--- src/include/rsc_pkg.sv ---
// Package for the reset strap configuration capture block
`default_nettype none
package rsc_pkg;
  // Strap pin positions on the sampled data bus
  localparam int OP_MODE_HI_BIT  = 26;
  localparam int OP_MODE_MID_BIT = 17;
  localparam int OP_MODE_LO_BIT  = 16;
  localparam int PORT_HI_BIT     = 20;
  localparam int PORT_LO_BIT     = 19;
  localparam int DRIVE_BIT       = 21;
  localparam int CLK_HI_BIT      = 23;
  localparam int CLK_LO_BIT      = 22;
  localparam int PIN_HI_BIT      = 25;
  localparam int PIN_LO_BIT      = 24;

  localparam logic [2:0] OP_MODE_MASTER = 3'h7;

  typedef enum logic [1:0] {
    RSC_PORT_32 = 2'h0,
    RSC_PORT_16 = 2'h1,
    RSC_PORT_8  = 2'h2
  } rsc_port_t;

  typedef enum logic [1:0] {
    RSC_CLK_EXT_NO_PLL = 2'h0,
    RSC_CLK_PLL_1TO1   = 2'h1,
    RSC_CLK_PLL_EXTREF = 2'h2,
    RSC_CLK_PLL_XTAL   = 2'h3
  } rsc_clk_t;

  // Chip select enables for the three upper port pins, {cs6, cs5, cs4}
  localparam logic [2:0] CS_NONE  = 3'h0;
  localparam logic [2:0] CS_SIX   = 3'h4;
  localparam logic [2:0] CS_SIX_5 = 3'h6;
  localparam logic [2:0] CS_ALL   = 3'h7;

  typedef struct packed {
    logic [2:0] op_mode;
    logic       mode_reserved;
    rsc_port_t  port;
    logic       drive_full;
    rsc_clk_t   clk;
    logic [2:0] cs_en;
    logic       strapped;
  } rsc_cfg_t;

  localparam rsc_cfg_t CFG_DEFAULT = '{
    op_mode:       OP_MODE_MASTER,
    mode_reserved: 1'b0,
    port:          RSC_PORT_32,
    drive_full:    1'b0,
    clk:           RSC_CLK_PLL_XTAL,
    cs_en:         CS_NONE,
    strapped:      1'b0
  };

  // Register map, byte addresses
  localparam logic [11:0] ADDR_CONFIG = 12'h000;
  localparam logic [11:0] ADDR_STRAP  = 12'h004;
  localparam logic [11:0] ADDR_CTRL   = 12'h008;
  localparam int          CTRL_FORCE_FULL_BIT = 0;
  localparam int          CFG_VALID_BIT       = 14;

  // Reset-out stretch after reset release
  localparam int RESET_OUT_HOLD_NS = 1000;
  localparam int CLOCK_PERIOD_NS   = 25;
  localparam int RESET_OUT_CYCLES  =
    (RESET_OUT_HOLD_NS + CLOCK_PERIOD_NS - 1) / CLOCK_PERIOD_NS;
  localparam int SYNC_SETTLE_CYCLES = 3;
endpackage : rsc_pkg
`default_nettype wire

--- src/verilog/rsc_strap_capture.sv ---
// Reset strap configuration capture with APB status and control
//
// Design decisions made here: the APB slave port and the address map.
`default_nettype none
module rsc_strap_capture
  import rsc_pkg::*;
#(
  parameter int HOLD_CYCLES = rsc_pkg::RESET_OUT_CYCLES
)
(
  input  wire logic              CLOCK,
  input  wire logic              NRST,
  input  wire logic              STRAP_CONFIG_ENABLE_N,
  input  wire logic [31:0]       DATA_PINS,
  output logic                   RESET_OUT_N,
  output logic                   CONFIG_VALID,
  output logic                   MASTER_MODE,
  output logic                   MODE_RESERVED,
  output rsc_pkg::rsc_port_t     BOOT_PORT_WIDTH,
  output logic                   PAD_DRIVE_FULL,
  output rsc_pkg::rsc_clk_t      CLOCK_MODE,
  output logic [2:0]             CHIP_SELECT_EN,
  input  wire logic              PSEL,
  input  wire logic              PENABLE,
  input  wire logic              PWRITE,
  input  wire logic [11:0]       PADDR,
  input  wire logic [31:0]       PWDATA,
  output logic [31:0]            PRDATA,
  output logic                   PREADY,
  output logic                   PSLVERR
);
  import rsc_pkg::*;

  typedef enum logic [1:0] {
    ST_HOLD,
    ST_CAPTURE,
    ST_RUN
  } rsc_state_t;

  // Last hold count before the capture cycle
  localparam logic [15:0] HOLD_LAST = 16'(HOLD_CYCLES - 1);

  // Sequencing, synchroniser and captured settings
  rsc_state_t  state_reg;
  rsc_state_t  state_next;
  logic [15:0] hold_cnt_reg;
  logic        en_meta_reg;
  logic        en_sync_reg;
  logic [31:0] pin_meta_reg;
  logic [31:0] pin_sync_reg;
  rsc_cfg_t    cfg_reg;
  logic [31:0] strap_raw_reg;
  logic        valid_reg;
  logic        force_full_reg;
  logic        drive_out_reg;
  logic        rst_out_n_reg;
  logic [31:0] prdata_reg;
  logic        pready_reg;
  logic        pslverr_reg;
  logic        setup_phase;
  logic        access_done;
  rsc_cfg_t    cfg_capture;
  logic        master_reg;
  logic [31:0] rd_word;
  logic        rd_error;

  // True when the three mode straps select master operation
  function automatic logic mode_is_master(input logic [2:0] m);
    return (m == OP_MODE_MASTER);
  endfunction : mode_is_master

  // Both 00 and 11 on the width straps mean the full 32-bit boot port
  function automatic rsc_port_t decode_port(input logic [1:0] s);
    rsc_port_t p;
    p = RSC_PORT_32;
    unique case (s)
      2'b00:   p = RSC_PORT_32;
      2'b10:   p = RSC_PORT_8;
      2'b01:   p = RSC_PORT_16;
      2'b11:   p = RSC_PORT_32;
    endcase
    return p;
  endfunction : decode_port

  // Upper port pins are taken over for chip selects from the top down
  function automatic logic [2:0] decode_cs(input logic [1:0] s);
    logic [2:0] cs;
    cs = CS_NONE;
    unique case (s)
      2'b00:   cs = CS_NONE;
      2'b10:   cs = CS_SIX;
      2'b01:   cs = CS_SIX_5;
      2'b11:   cs = CS_ALL;
    endcase
    return cs;
  endfunction : decode_cs

  function automatic rsc_cfg_t decode_straps(input logic [31:0] d);
    rsc_cfg_t c;
    c = CFG_DEFAULT;
    c.op_mode = {d[OP_MODE_HI_BIT], d[OP_MODE_MID_BIT], d[OP_MODE_LO_BIT]};
    c.mode_reserved = !mode_is_master(c.op_mode);
    c.port = decode_port({d[PORT_HI_BIT], d[PORT_LO_BIT]});
    c.drive_full = d[DRIVE_BIT];
    c.clk = rsc_clk_t'({d[CLK_HI_BIT], d[CLK_LO_BIT]});
    c.cs_en = decode_cs({d[PIN_HI_BIT], d[PIN_LO_BIT]});
    c.strapped = 1'b1;
    return c;
  endfunction : decode_straps

  function automatic logic [31:0] cfg_word(input rsc_cfg_t c, input logic v);
    logic [31:0] w;
    w = 32'h0;
    w[$bits(rsc_cfg_t)-1:0] = c;
    w[CFG_VALID_BIT] = v;
    return w;
  endfunction : cfg_word

  // Strap pins are asynchronous to CLOCK
  always_ff @(posedge CLOCK or negedge NRST)
  begin
    if (!NRST)
    begin
      en_meta_reg  <= 1'b1;
      en_sync_reg  <= 1'b1;
      pin_meta_reg <= 32'h0;
      pin_sync_reg <= 32'h0;
    end
    else
    begin
      en_meta_reg  <= STRAP_CONFIG_ENABLE_N;
      en_sync_reg  <= en_meta_reg;
      pin_meta_reg <= DATA_PINS;
      pin_sync_reg <= pin_meta_reg;
    end
  end

  // Async reset cannot take pin levels, so the block stretches its own
  // reset-out after release and samples near the end of that stretch.
  always_comb
  begin
    state_next = state_reg;
    unique case (state_reg)
      ST_HOLD:
        if (hold_cnt_reg >= HOLD_LAST)
          state_next = ST_CAPTURE;
      ST_CAPTURE:
        state_next = ST_RUN;
      ST_RUN:
        state_next = ST_RUN;
    endcase
  end

  always_ff @(posedge CLOCK or negedge NRST)
  begin
    if (!NRST)
      state_reg <= ST_HOLD;
    else
      state_reg <= state_next;
  end

  // Counter stops once capture is reached, so it never wraps
  always_ff @(posedge CLOCK or negedge NRST)
  begin
    if (!NRST)
      hold_cnt_reg <= 16'h0;
    else if (state_reg == ST_HOLD)
      hold_cnt_reg <= hold_cnt_reg + 16'h1;
  end

  // Reset-out stays low through capture so the strap latch still drives
  always_ff @(posedge CLOCK or negedge NRST)
  begin
    if (!NRST)
      rst_out_n_reg <= 1'b0;
    else
      rst_out_n_reg <= (state_next == ST_RUN);
  end

  // Straps count only when the enable pin was low; otherwise defaults
  always_comb
  begin
    if (!en_sync_reg)
      cfg_capture = decode_straps(pin_sync_reg);
    else
      cfg_capture = CFG_DEFAULT;
  end

  // Defaults stand from reset; only the capture cycle can change them
  always_ff @(posedge CLOCK or negedge NRST)
  begin
    if (!NRST)
    begin
      cfg_reg       <= CFG_DEFAULT;
      strap_raw_reg <= 32'h0;
      valid_reg     <= 1'b0;
    end
    else if (state_reg == ST_CAPTURE)
    begin
      strap_raw_reg <= pin_sync_reg;
      valid_reg     <= 1'b1;
      cfg_reg       <= cfg_capture;
    end
  end

  // Master flag gets its own flop so the pin is not a gate output
  always_ff @(posedge CLOCK or negedge NRST)
  begin
    if (!NRST)
      master_reg <= !CFG_DEFAULT.mode_reserved;
    else if (state_reg == ST_CAPTURE)
      master_reg <= mode_is_master(cfg_capture.op_mode);
  end

  always_ff @(posedge CLOCK or negedge NRST)
  begin
    if (!NRST)
      drive_out_reg <= 1'b0;
    else
      drive_out_reg <= cfg_reg.drive_full | force_full_reg;
  end

  // APB slave: answer prepared in the setup cycle, so the access phase
  // completes at its first edge; PREADY stands for that one cycle only
  assign setup_phase = PSEL & ~PENABLE;
  assign access_done = PSEL & PENABLE & pready_reg;

  always_ff @(posedge CLOCK or negedge NRST)
  begin
    if (!NRST)
      pready_reg <= 1'b0;
    else
      pready_reg <= setup_phase;
  end

  // Read mux; writes return zero, unmapped offsets flag an error
  always_comb
  begin
    rd_word  = 32'h0;
    rd_error = 1'b0;
    unique case (PADDR)
      ADDR_CONFIG:
        rd_word = cfg_word(cfg_reg, valid_reg);
      ADDR_STRAP:
        rd_word = strap_raw_reg;
      ADDR_CTRL:
        rd_word[CTRL_FORCE_FULL_BIT] = force_full_reg;
      default:
        rd_error = 1'b1;
    endcase
    if (PWRITE)
      rd_word = 32'h0;
  end

  always_ff @(posedge CLOCK or negedge NRST)
  begin
    if (!NRST)
    begin
      prdata_reg  <= 32'h0;
      pslverr_reg <= 1'b0;
    end
    else if (setup_phase)
    begin
      prdata_reg  <= rd_word;
      pslverr_reg <= rd_error;
    end
  end

  // Software may only raise drive, never undo captured full drive
  always_ff @(posedge CLOCK or negedge NRST)
  begin
    if (!NRST)
      force_full_reg <= 1'b0;
    else if (access_done && PWRITE && PADDR == ADDR_CTRL)
      force_full_reg <= PWDATA[CTRL_FORCE_FULL_BIT];
  end

  assign RESET_OUT_N     = rst_out_n_reg;
  assign CONFIG_VALID    = valid_reg;
  // Every output pin is a flop; no gate sits between register and pin
  assign MASTER_MODE     = master_reg;
  assign MODE_RESERVED   = cfg_reg.mode_reserved;
  assign BOOT_PORT_WIDTH = cfg_reg.port;
  assign PAD_DRIVE_FULL  = drive_out_reg;
  assign CLOCK_MODE      = cfg_reg.clk;
  assign CHIP_SELECT_EN  = cfg_reg.cs_en;
  assign PRDATA          = prdata_reg;
  assign PREADY          = pready_reg;
  assign PSLVERR         = pslverr_reg;

endmodule : rsc_strap_capture
`default_nettype wire

--- config.mk ---
export PLATFORM = sky130hd
export DESIGN_NAME = rsc_strap_capture
export DESIGN_NICKNAME = d
export VERILOG_FILES = /design/src/include/rsc_pkg.sv /design/src/verilog/rsc_strap_capture.sv
export SDC_FILE = /design/constraint.sdc
export NUM_CORES = 1
export LEC_CHECK = 0
export BUFFER_PORTS_ARGS = -buffer_cell sky130_fd_sc_hd__buf_2
export CAP_MARGIN = 20
export CORE_ASPECT_RATIO = 1.5
export CORE_MARGIN = 4
export CORE_UTILIZATION = 35
export CTS_BUF_LIST = sky130_fd_sc_hd__clkbuf_8
export DETAILED_ROUTE_END_ITERATION = 8
export PLACE_DENSITY_LB_ADDON = 0.25
export SLEW_MARGIN = 20
export SYNTH_ARGS = -nofsm -noshare
export SYNTH_HDL_FRONTEND = slang
export SYNTH_SLANG_ARGS = --single-unit
--- constraint.sdc ---
create_clock -name CLOCK -period 1.6 [get_ports CLOCK]
set_clock_uncertainty 0.1 [all_clocks]
set_input_delay 0.08 -clock CLOCK [delete_from_list [all_inputs] [get_ports CLOCK]]
set_output_delay 0.08 -clock CLOCK [all_outputs]
set_load 0.005 [all_outputs]
Word-level counts from Yosys, hierarchy flattened
Cells that the tools add are included.
{ "op_classes": {"eq_ne": 13, "mux": 9, "magnitude_cmp": 1, "n_addsub": 1, "bitwise_logic": 5, "reduce_logical": 10} }
{ "op_table": {"columns": ["cell", "n"], "rows": [
  ["31-bit case mux with 2 select lines", 1],
  ["32-bit 2-to-1 mux", 1],
  ["16-bit by 1-bit adder with 16-bit output, second input constant", 1],
  ["16-bit by 6-bit greater-or-equal comparator with 1-bit output, second input constant", 1],
  ["13-bit 2-to-1 mux", 1],
  ["12-bit by 3-bit equality test with 1-bit output, second input constant", 1],
  ["12-bit by 4-bit equality test with 1-bit output, second input constant", 1],
  ["2-bit equality test, second input constant", 6],
  ["12-bit logical NOT", 1],
  ["3-bit case mux with 4 select lines", 1],
  ["2-bit by 1-bit equality test with 1-bit output, second input constant", 3],
  ["3-bit equality test, second input constant", 2],
  ["2-bit logical NOT", 3],
  ["2-bit case mux with 3 select lines", 1],
  ["2-bit case mux with 2 select lines", 1],
  ["2-bit OR reduction", 2],
  ["1-bit bitwise AND", 3],
  ["1-bit case mux with 3 select lines", 1],
  ["3-bit OR reduction", 1],
  ["1-bit logical AND", 2],
  ["2-bit 2-to-1 mux", 1],
  ["1-bit logical NOT", 1],
  ["1-bit 2-to-1 mux", 1],
  ["1-bit NOT", 1],
  ["1-bit bitwise OR", 1]
]} }
{ "word_totals": {"output_inout_bits": 46, "elab_cells": 61, "regBits": 168} }

Logic depth before layout (Yosys ltp)
{ "logic_depth": {"depth_word": 5, "depth_mapped": 7, "ltp_nobuf": 6} }

Least setup slack after synthesis
OpenSTA, ideal clock, no wires.
{ "synth_path": {"path_type": "input-to-reg", "start": "input PADDR[7]", "end": "register prdata_reg[21], in the netlist PRDATA[21]", "path_slack_ns": -0.007, "t_arrival_ns": 1.443, "required_time_ns": 1.436, "path_stages": 6, "cell_sequence": "or4_4 nor4_4 and3_1 buf_6 buf_12 a22o_2"} }
{ "synth_via": {"elab_chain_cells": 3, "word_cells_on_any_way": 4, "classes_between": "1 x eq/ne; 2 x mux; 1 x reduce/logical"} }
{ "synth_rtl": {"columns": ["item", "line_no", "source"], "rows": [
  ["start, declared", "rsc_strap_capture.sv:26", "input wire logic [11:0] PADDR,"],
  ["12-bit by 3-bit equality test with 1-bit output / 12-bit logical NOT (equally long branches)", "rsc_strap_capture.sv:241", "unique case (PADDR)"],
  ["31-bit case mux with 2 select lines (*)", "rsc_strap_capture.sv:241", null],
  ["32-bit 2-to-1 mux (*)", "rsc_strap_capture.sv:251", "if (PWRITE)"],
  ["end signal, assigned", "rsc_strap_capture.sv:264", "prdata_reg <= rd_word;"],
  ["end, declared", "rsc_strap_capture.sv:57", "logic [31:0] prdata_reg;"]
]} }
Every way passes the cells marked *; elsewhere a longest branch is shown, timed or not.
A chain may end at the register's enable or synchronous reset.

Worst setup path in the final report
{ "layout_path": {"start": "input PSEL", "end": "register pslverr_reg, in the netlist PSLVERR"} }
{ "layout_via": {"elab_chain_cells": 1} }
{ "layout_rtl": {"columns": ["item", "line_no", "source"], "rows": [
  ["start, declared", "rsc_strap_capture.sv:23", "input wire logic PSEL,"],
  ["1-bit bitwise AND", "rsc_strap_capture.sv:225", "assign setup_phase = PSEL & ~PENABLE;"],
  ["named net setup_phase", "rsc_strap_capture.sv:60", "logic setup_phase;"],
  ["end signal, assigned", "rsc_strap_capture.sv:265", "pslverr_reg <= rd_error;"],
  ["end, declared", "rsc_strap_capture.sv:59", "logic pslverr_reg;"]
]} }
The timed path passes the listed nets, and every way through them passes these cells.

==> impl_summary.log <==
[metrics] number of placement rows: 57
[metrics] total clock sinks: between 150 and 200
[metrics] clock buffers created by TritonCTS: 17
[metrics] portion of total power attributed to sequential cells: 0.566
[metrics] initial antenna violation count: 0
[metrics] leading register cell type out of synthesis: dfrtp_1
[metrics] Worst Min Path Start: PENABLE
[metrics] logic depth of the worst register-to-register path: 4
[metrics] maximum number of pins on one net before global-route repair: 46
[metrics] Remaining Overflow, GRT: 0
[metrics] net count of the finished layout: 629
[metrics] total design power: 7.896 mW
[metrics] data required time at the worst endpoint: 1820 ps
[metrics] part of the power in the clock network: 0.385
[metrics] overall die height: between 150 and 200 um
[metrics] All-Layer GR Usage: 0.1323
[metrics] internal portion of total power: 6.173 mW
[metrics] kind of start point of the critical path: primary input
[metrics] mean post-synth cell area: 14.88 sq um
[metrics] busiest layer in global routing: met2
[metrics] post-synth cell types: 42
[metrics] fin. max-slew vios: 0
[metrics] data arrival time of the worst path: roughly 1800 ps
[metrics] maximum VDD drop: 514.9 uV
[metrics] cell area after layout: 7502 sq um
[metrics] sequential area share after synthesis: 0.7226
[metrics] number of max-cap violations: 0
[metrics] area of the die: between 15000 and 20000 sq um
[metrics] DR vias: 3463
[metrics] worst max-slew margin expressed relative to the limit: 0.7431
[metrics] final worst path period share: 0.9805
[metrics] routability cong.: 0.8290
[metrics] area of the mapped netlist: approximately 5800 sq um
[metrics] met2 demand-to-capacity share in global routing: 0.2147
[metrics] antenna viol nets, final: 0
[metrics] synthesis-to-finish area growth: 28.64%
[metrics] vias per cell: 4.539
[metrics] hold violation total from the final report: 0
[metrics] Leak Pwr: 3.567 nW
[metrics] met1 track demand over resource: 0.1655
[metrics] Placed Instance Area: 6635 sq um
[metrics] Max Clock Freq: around 640 MHz
[metrics] r2r setup slk: 80 ps
[metrics] Routed Wire Length: 11620 um
[metrics] fill cell instance count of the final layout: 1493
[metrics] global-route wire length before repair: 19370 um
[metrics] number of I/O pins: between 100 and 150
[metrics] placed cell count: ~690
[metrics] area of the core: 16260 sq um
[metrics] Detailed Routing Iterations Pass 1: 5
[metrics] RSZ-0062 raised after global routing: no
[metrics] result of the run: complete, no violations
[metrics] launch point of the worst reg-to-reg path: state_reg[1]
[metrics] number of register bits inferred by synthesis: ~170
[metrics] critical register-to-register path endpoint: strap_raw_reg[7]
[metrics] residual DRC count: 0
[metrics] setup violators final: 0
[metrics] WHS Endpoint: force_full_reg
[metrics] vias in the first global route: approximately 3700
[metrics] Worst Setup Slack post-DPL: -147.1 ps
[metrics] starting utilization of the core area: 0.3586
[metrics] Final min period: 1569 ps
[metrics] non-filler cells, final: 763
[metrics] Initial DRC Count: 128
[metrics] diode insertion count for antenna repair: 0
[metrics] clock latency on the worst-skew pair: 440 ps
[metrics] sw power: 1.723 mW
[metrics] class of the tightest hold or removal check: in2reg
[metrics] Horiz. Die Dim: 113.4 um
[metrics] Async S/R FF share, synth: 1.000
[metrics] Max Fanout on Critical Path: 4
[metrics] estimated wirelength of the detail-placed design: 7863 um
[metrics] met3 Use GR: 0.04192
[metrics] kind of critical path: in2reg
[metrics] TritonCTS clock tree: done
[metrics] fraction of power spent switching nets: 0.2182
[metrics] total number of yosys warnings: 0
[metrics] root cell of the clock tree: clkbuf_8
[metrics] Hold Path Cell Cnt: 4
[metrics] number of buffer cells added on primary ports: 96
[metrics] H-Tree Level Count: 4
[metrics] clock slew at reported path FFs: 80 ps
[metrics] share of layout cells above drive strength 1: 0.3680
[metrics] worst path setup slack after routing: 31.27 ps
[metrics] average wire length per cell after detail routing: approximately 15 um
[metrics] areal power density over the cells: roughly 1100 nW/um^2
[metrics] endpoint type of the worst setup path: flip-flop
[metrics] Worst Hold Margin: 52.32 ps
[metrics] cells after synthesis: approximately 390
[metrics] Clock Path Buffers: 2
[metrics] transition at the pin with the smallest max-transition slack: 385.3 ps
[metrics] Synthesized Nets: 477
[metrics] number of enable-type register cells in the synthesized netlist: 0
[metrics] combinational share of power: 0.050
[synth_stat cells (2+ instances only)]
| library cell | number | share of area |
|---|---|---|
| a21oi_1 | 8 | 0.0069 |
| a22o_1 | 8 | 0.012 |
| a22o_2 | 10 | 0.017 |
| and3_1 | 6 | 0.0064 |
| and4_1 | 2 | 0.0030 |
| buf_1 | 4 | 0.0026 |
| buf_4 | 7 | 0.0090 |
| clkbuf_1 | 10 | 0.0064 |
| dfrtp_1 | 160 | 0.69 |
| dfstp_2 | 8 | 0.036 |
| ha_1 | 3 | 0.0064 |
| inv_1 | 10 | 0.0064 |
| mux2_2 | 35 | 0.068 |
| mux2i_1 | 14 | 0.024 |
| nand2_1 | 22 | 0.014 |
| nand3_1 | 6 | 0.0051 |
| nand3b_1 | 3 | 0.0039 |
| nand4_1 | 5 | 0.0054 |
| nor2_1 | 16 | 0.010 |
| nor4_1 | 2 | 0.0021 |
| o21ai_0 | 18 | 0.015 |
| or2_2 | 2 | 0.0021 |
| xnor2_1 | 12 | 0.018 |
| xor2_1 | 3 | 0.0045 |
[what timing repair did]
item	CTS	global route
resized for setup	0	4
hold buffers	45	0
endpoints found under the hold margin	206	0
setup endpoints to repair	0	5
setup buffers	0	0
[per-layer routing]
metal  share of wire  up-vias  wire length (um)
met2            0.51       72              5945
li1                -     1645                 -
met3           0.047       13               548
met5               0        -                 0
met4           0.014        0               167
met1            0.43     1733              4956
[worst max-delay path by stage]
stage,start,to
floorplan,PADDR[7],PRDATA[21]
global placement,PADDR[7],force_full_reg
detailed placement,PADDR[7],force_full_reg
CTS,PSEL,PSLVERR
global route,state_reg[0],hold_cnt_reg[11]
finish,PSEL,PSLVERR
[cells by family after synthesis]
family,share of synthesized area
AO/OA/AOI/OAI,0.06094
buffers and inverters,0.03068
flip-flops,0.7226
multiplexers,0.09161
XOR/XNOR,0.02253
AND/OR/NAND/NOR,0.06522
adder cells (fa/ha/maj),0.006437
[layout by cell type (no fill, tap or decap), drive strengths merged, types with 2 or more instances in the layout]
| master | count |
|---|---|
| nor4 | 3 |
| dlygate4sd3 | 45 |
| a22o | 18 |
| or4 | 2 |
| xnor2 | 12 |
| inv | 12 |
| bufinv | 3 |
| xor2 | 3 |
| nand4 | 5 |
| buf | 112 |
| and4 | 2 |
| clkinv | 7 |
| o21ai | 18 |
| nor2 | 16 |
| dfrtp | 160 |
| and3 | 6 |
| mux2 | 35 |
| clkbuf | 18 |
| nand3 | 6 |
| dfstp | 8 |
| nand2 | 22 |
| mux2i | 14 |
| nand3b | 3 |
| a21oi | 8 |
| ha | 3 |
| or2 | 2 |
| clkinvlp | 2 |
[worst max-delay path, cell delays in order]
cell and delay, ps:
dlygate4sd3_1 530, buf_2 130, nand2b_2 100, dlygate4sd3_1 680
inv_1 110, nor2_1 110, a31oi_1 50
[power groups by stage]
stage	clock network, mW	registers (mW)	logic, mW
floorplan	0	4.52	0.121
global placement	0	4.54	0.311
detailed placement	0	4.55	0.321
CTS	3.16	4.47	0.409
global route	3.35	4.49	0.446
finish	3.04	4.47	0.395
[area by class of cell]
| type | count | area, sq um | area share |
|---|---|---|---|
| Clock inverter | 14 | 156.4 | 0.02085 |
| Sequential cell | 168 | 4214 | 0.5617 |
| Tap cell | 206 | 257.7 | 0.03436 |
| Clock buffer | 18 | 247.7 | 0.03302 |
| Inverter | 10 | 37.54 | 0.005003 |
| Multi-Input combinational cell | 190 | 1456 | 0.1941 |
| Timing Repair Buffer | 157 | 1132 | 0.1509 |
[stage by stage]
stage | util | TNS [ps]
3_5_place_dp | 0.4080 | -2309
2_1_floorplan | - | -70.95
4_1_cts | 0.4606 | 0
3_3_place_gp | 0.4080 | -1916
5_1_grt | 0.4614 | 0
6_report | 0.4614 | 0
No activity file was read; power rests on OpenSTA's default activity.
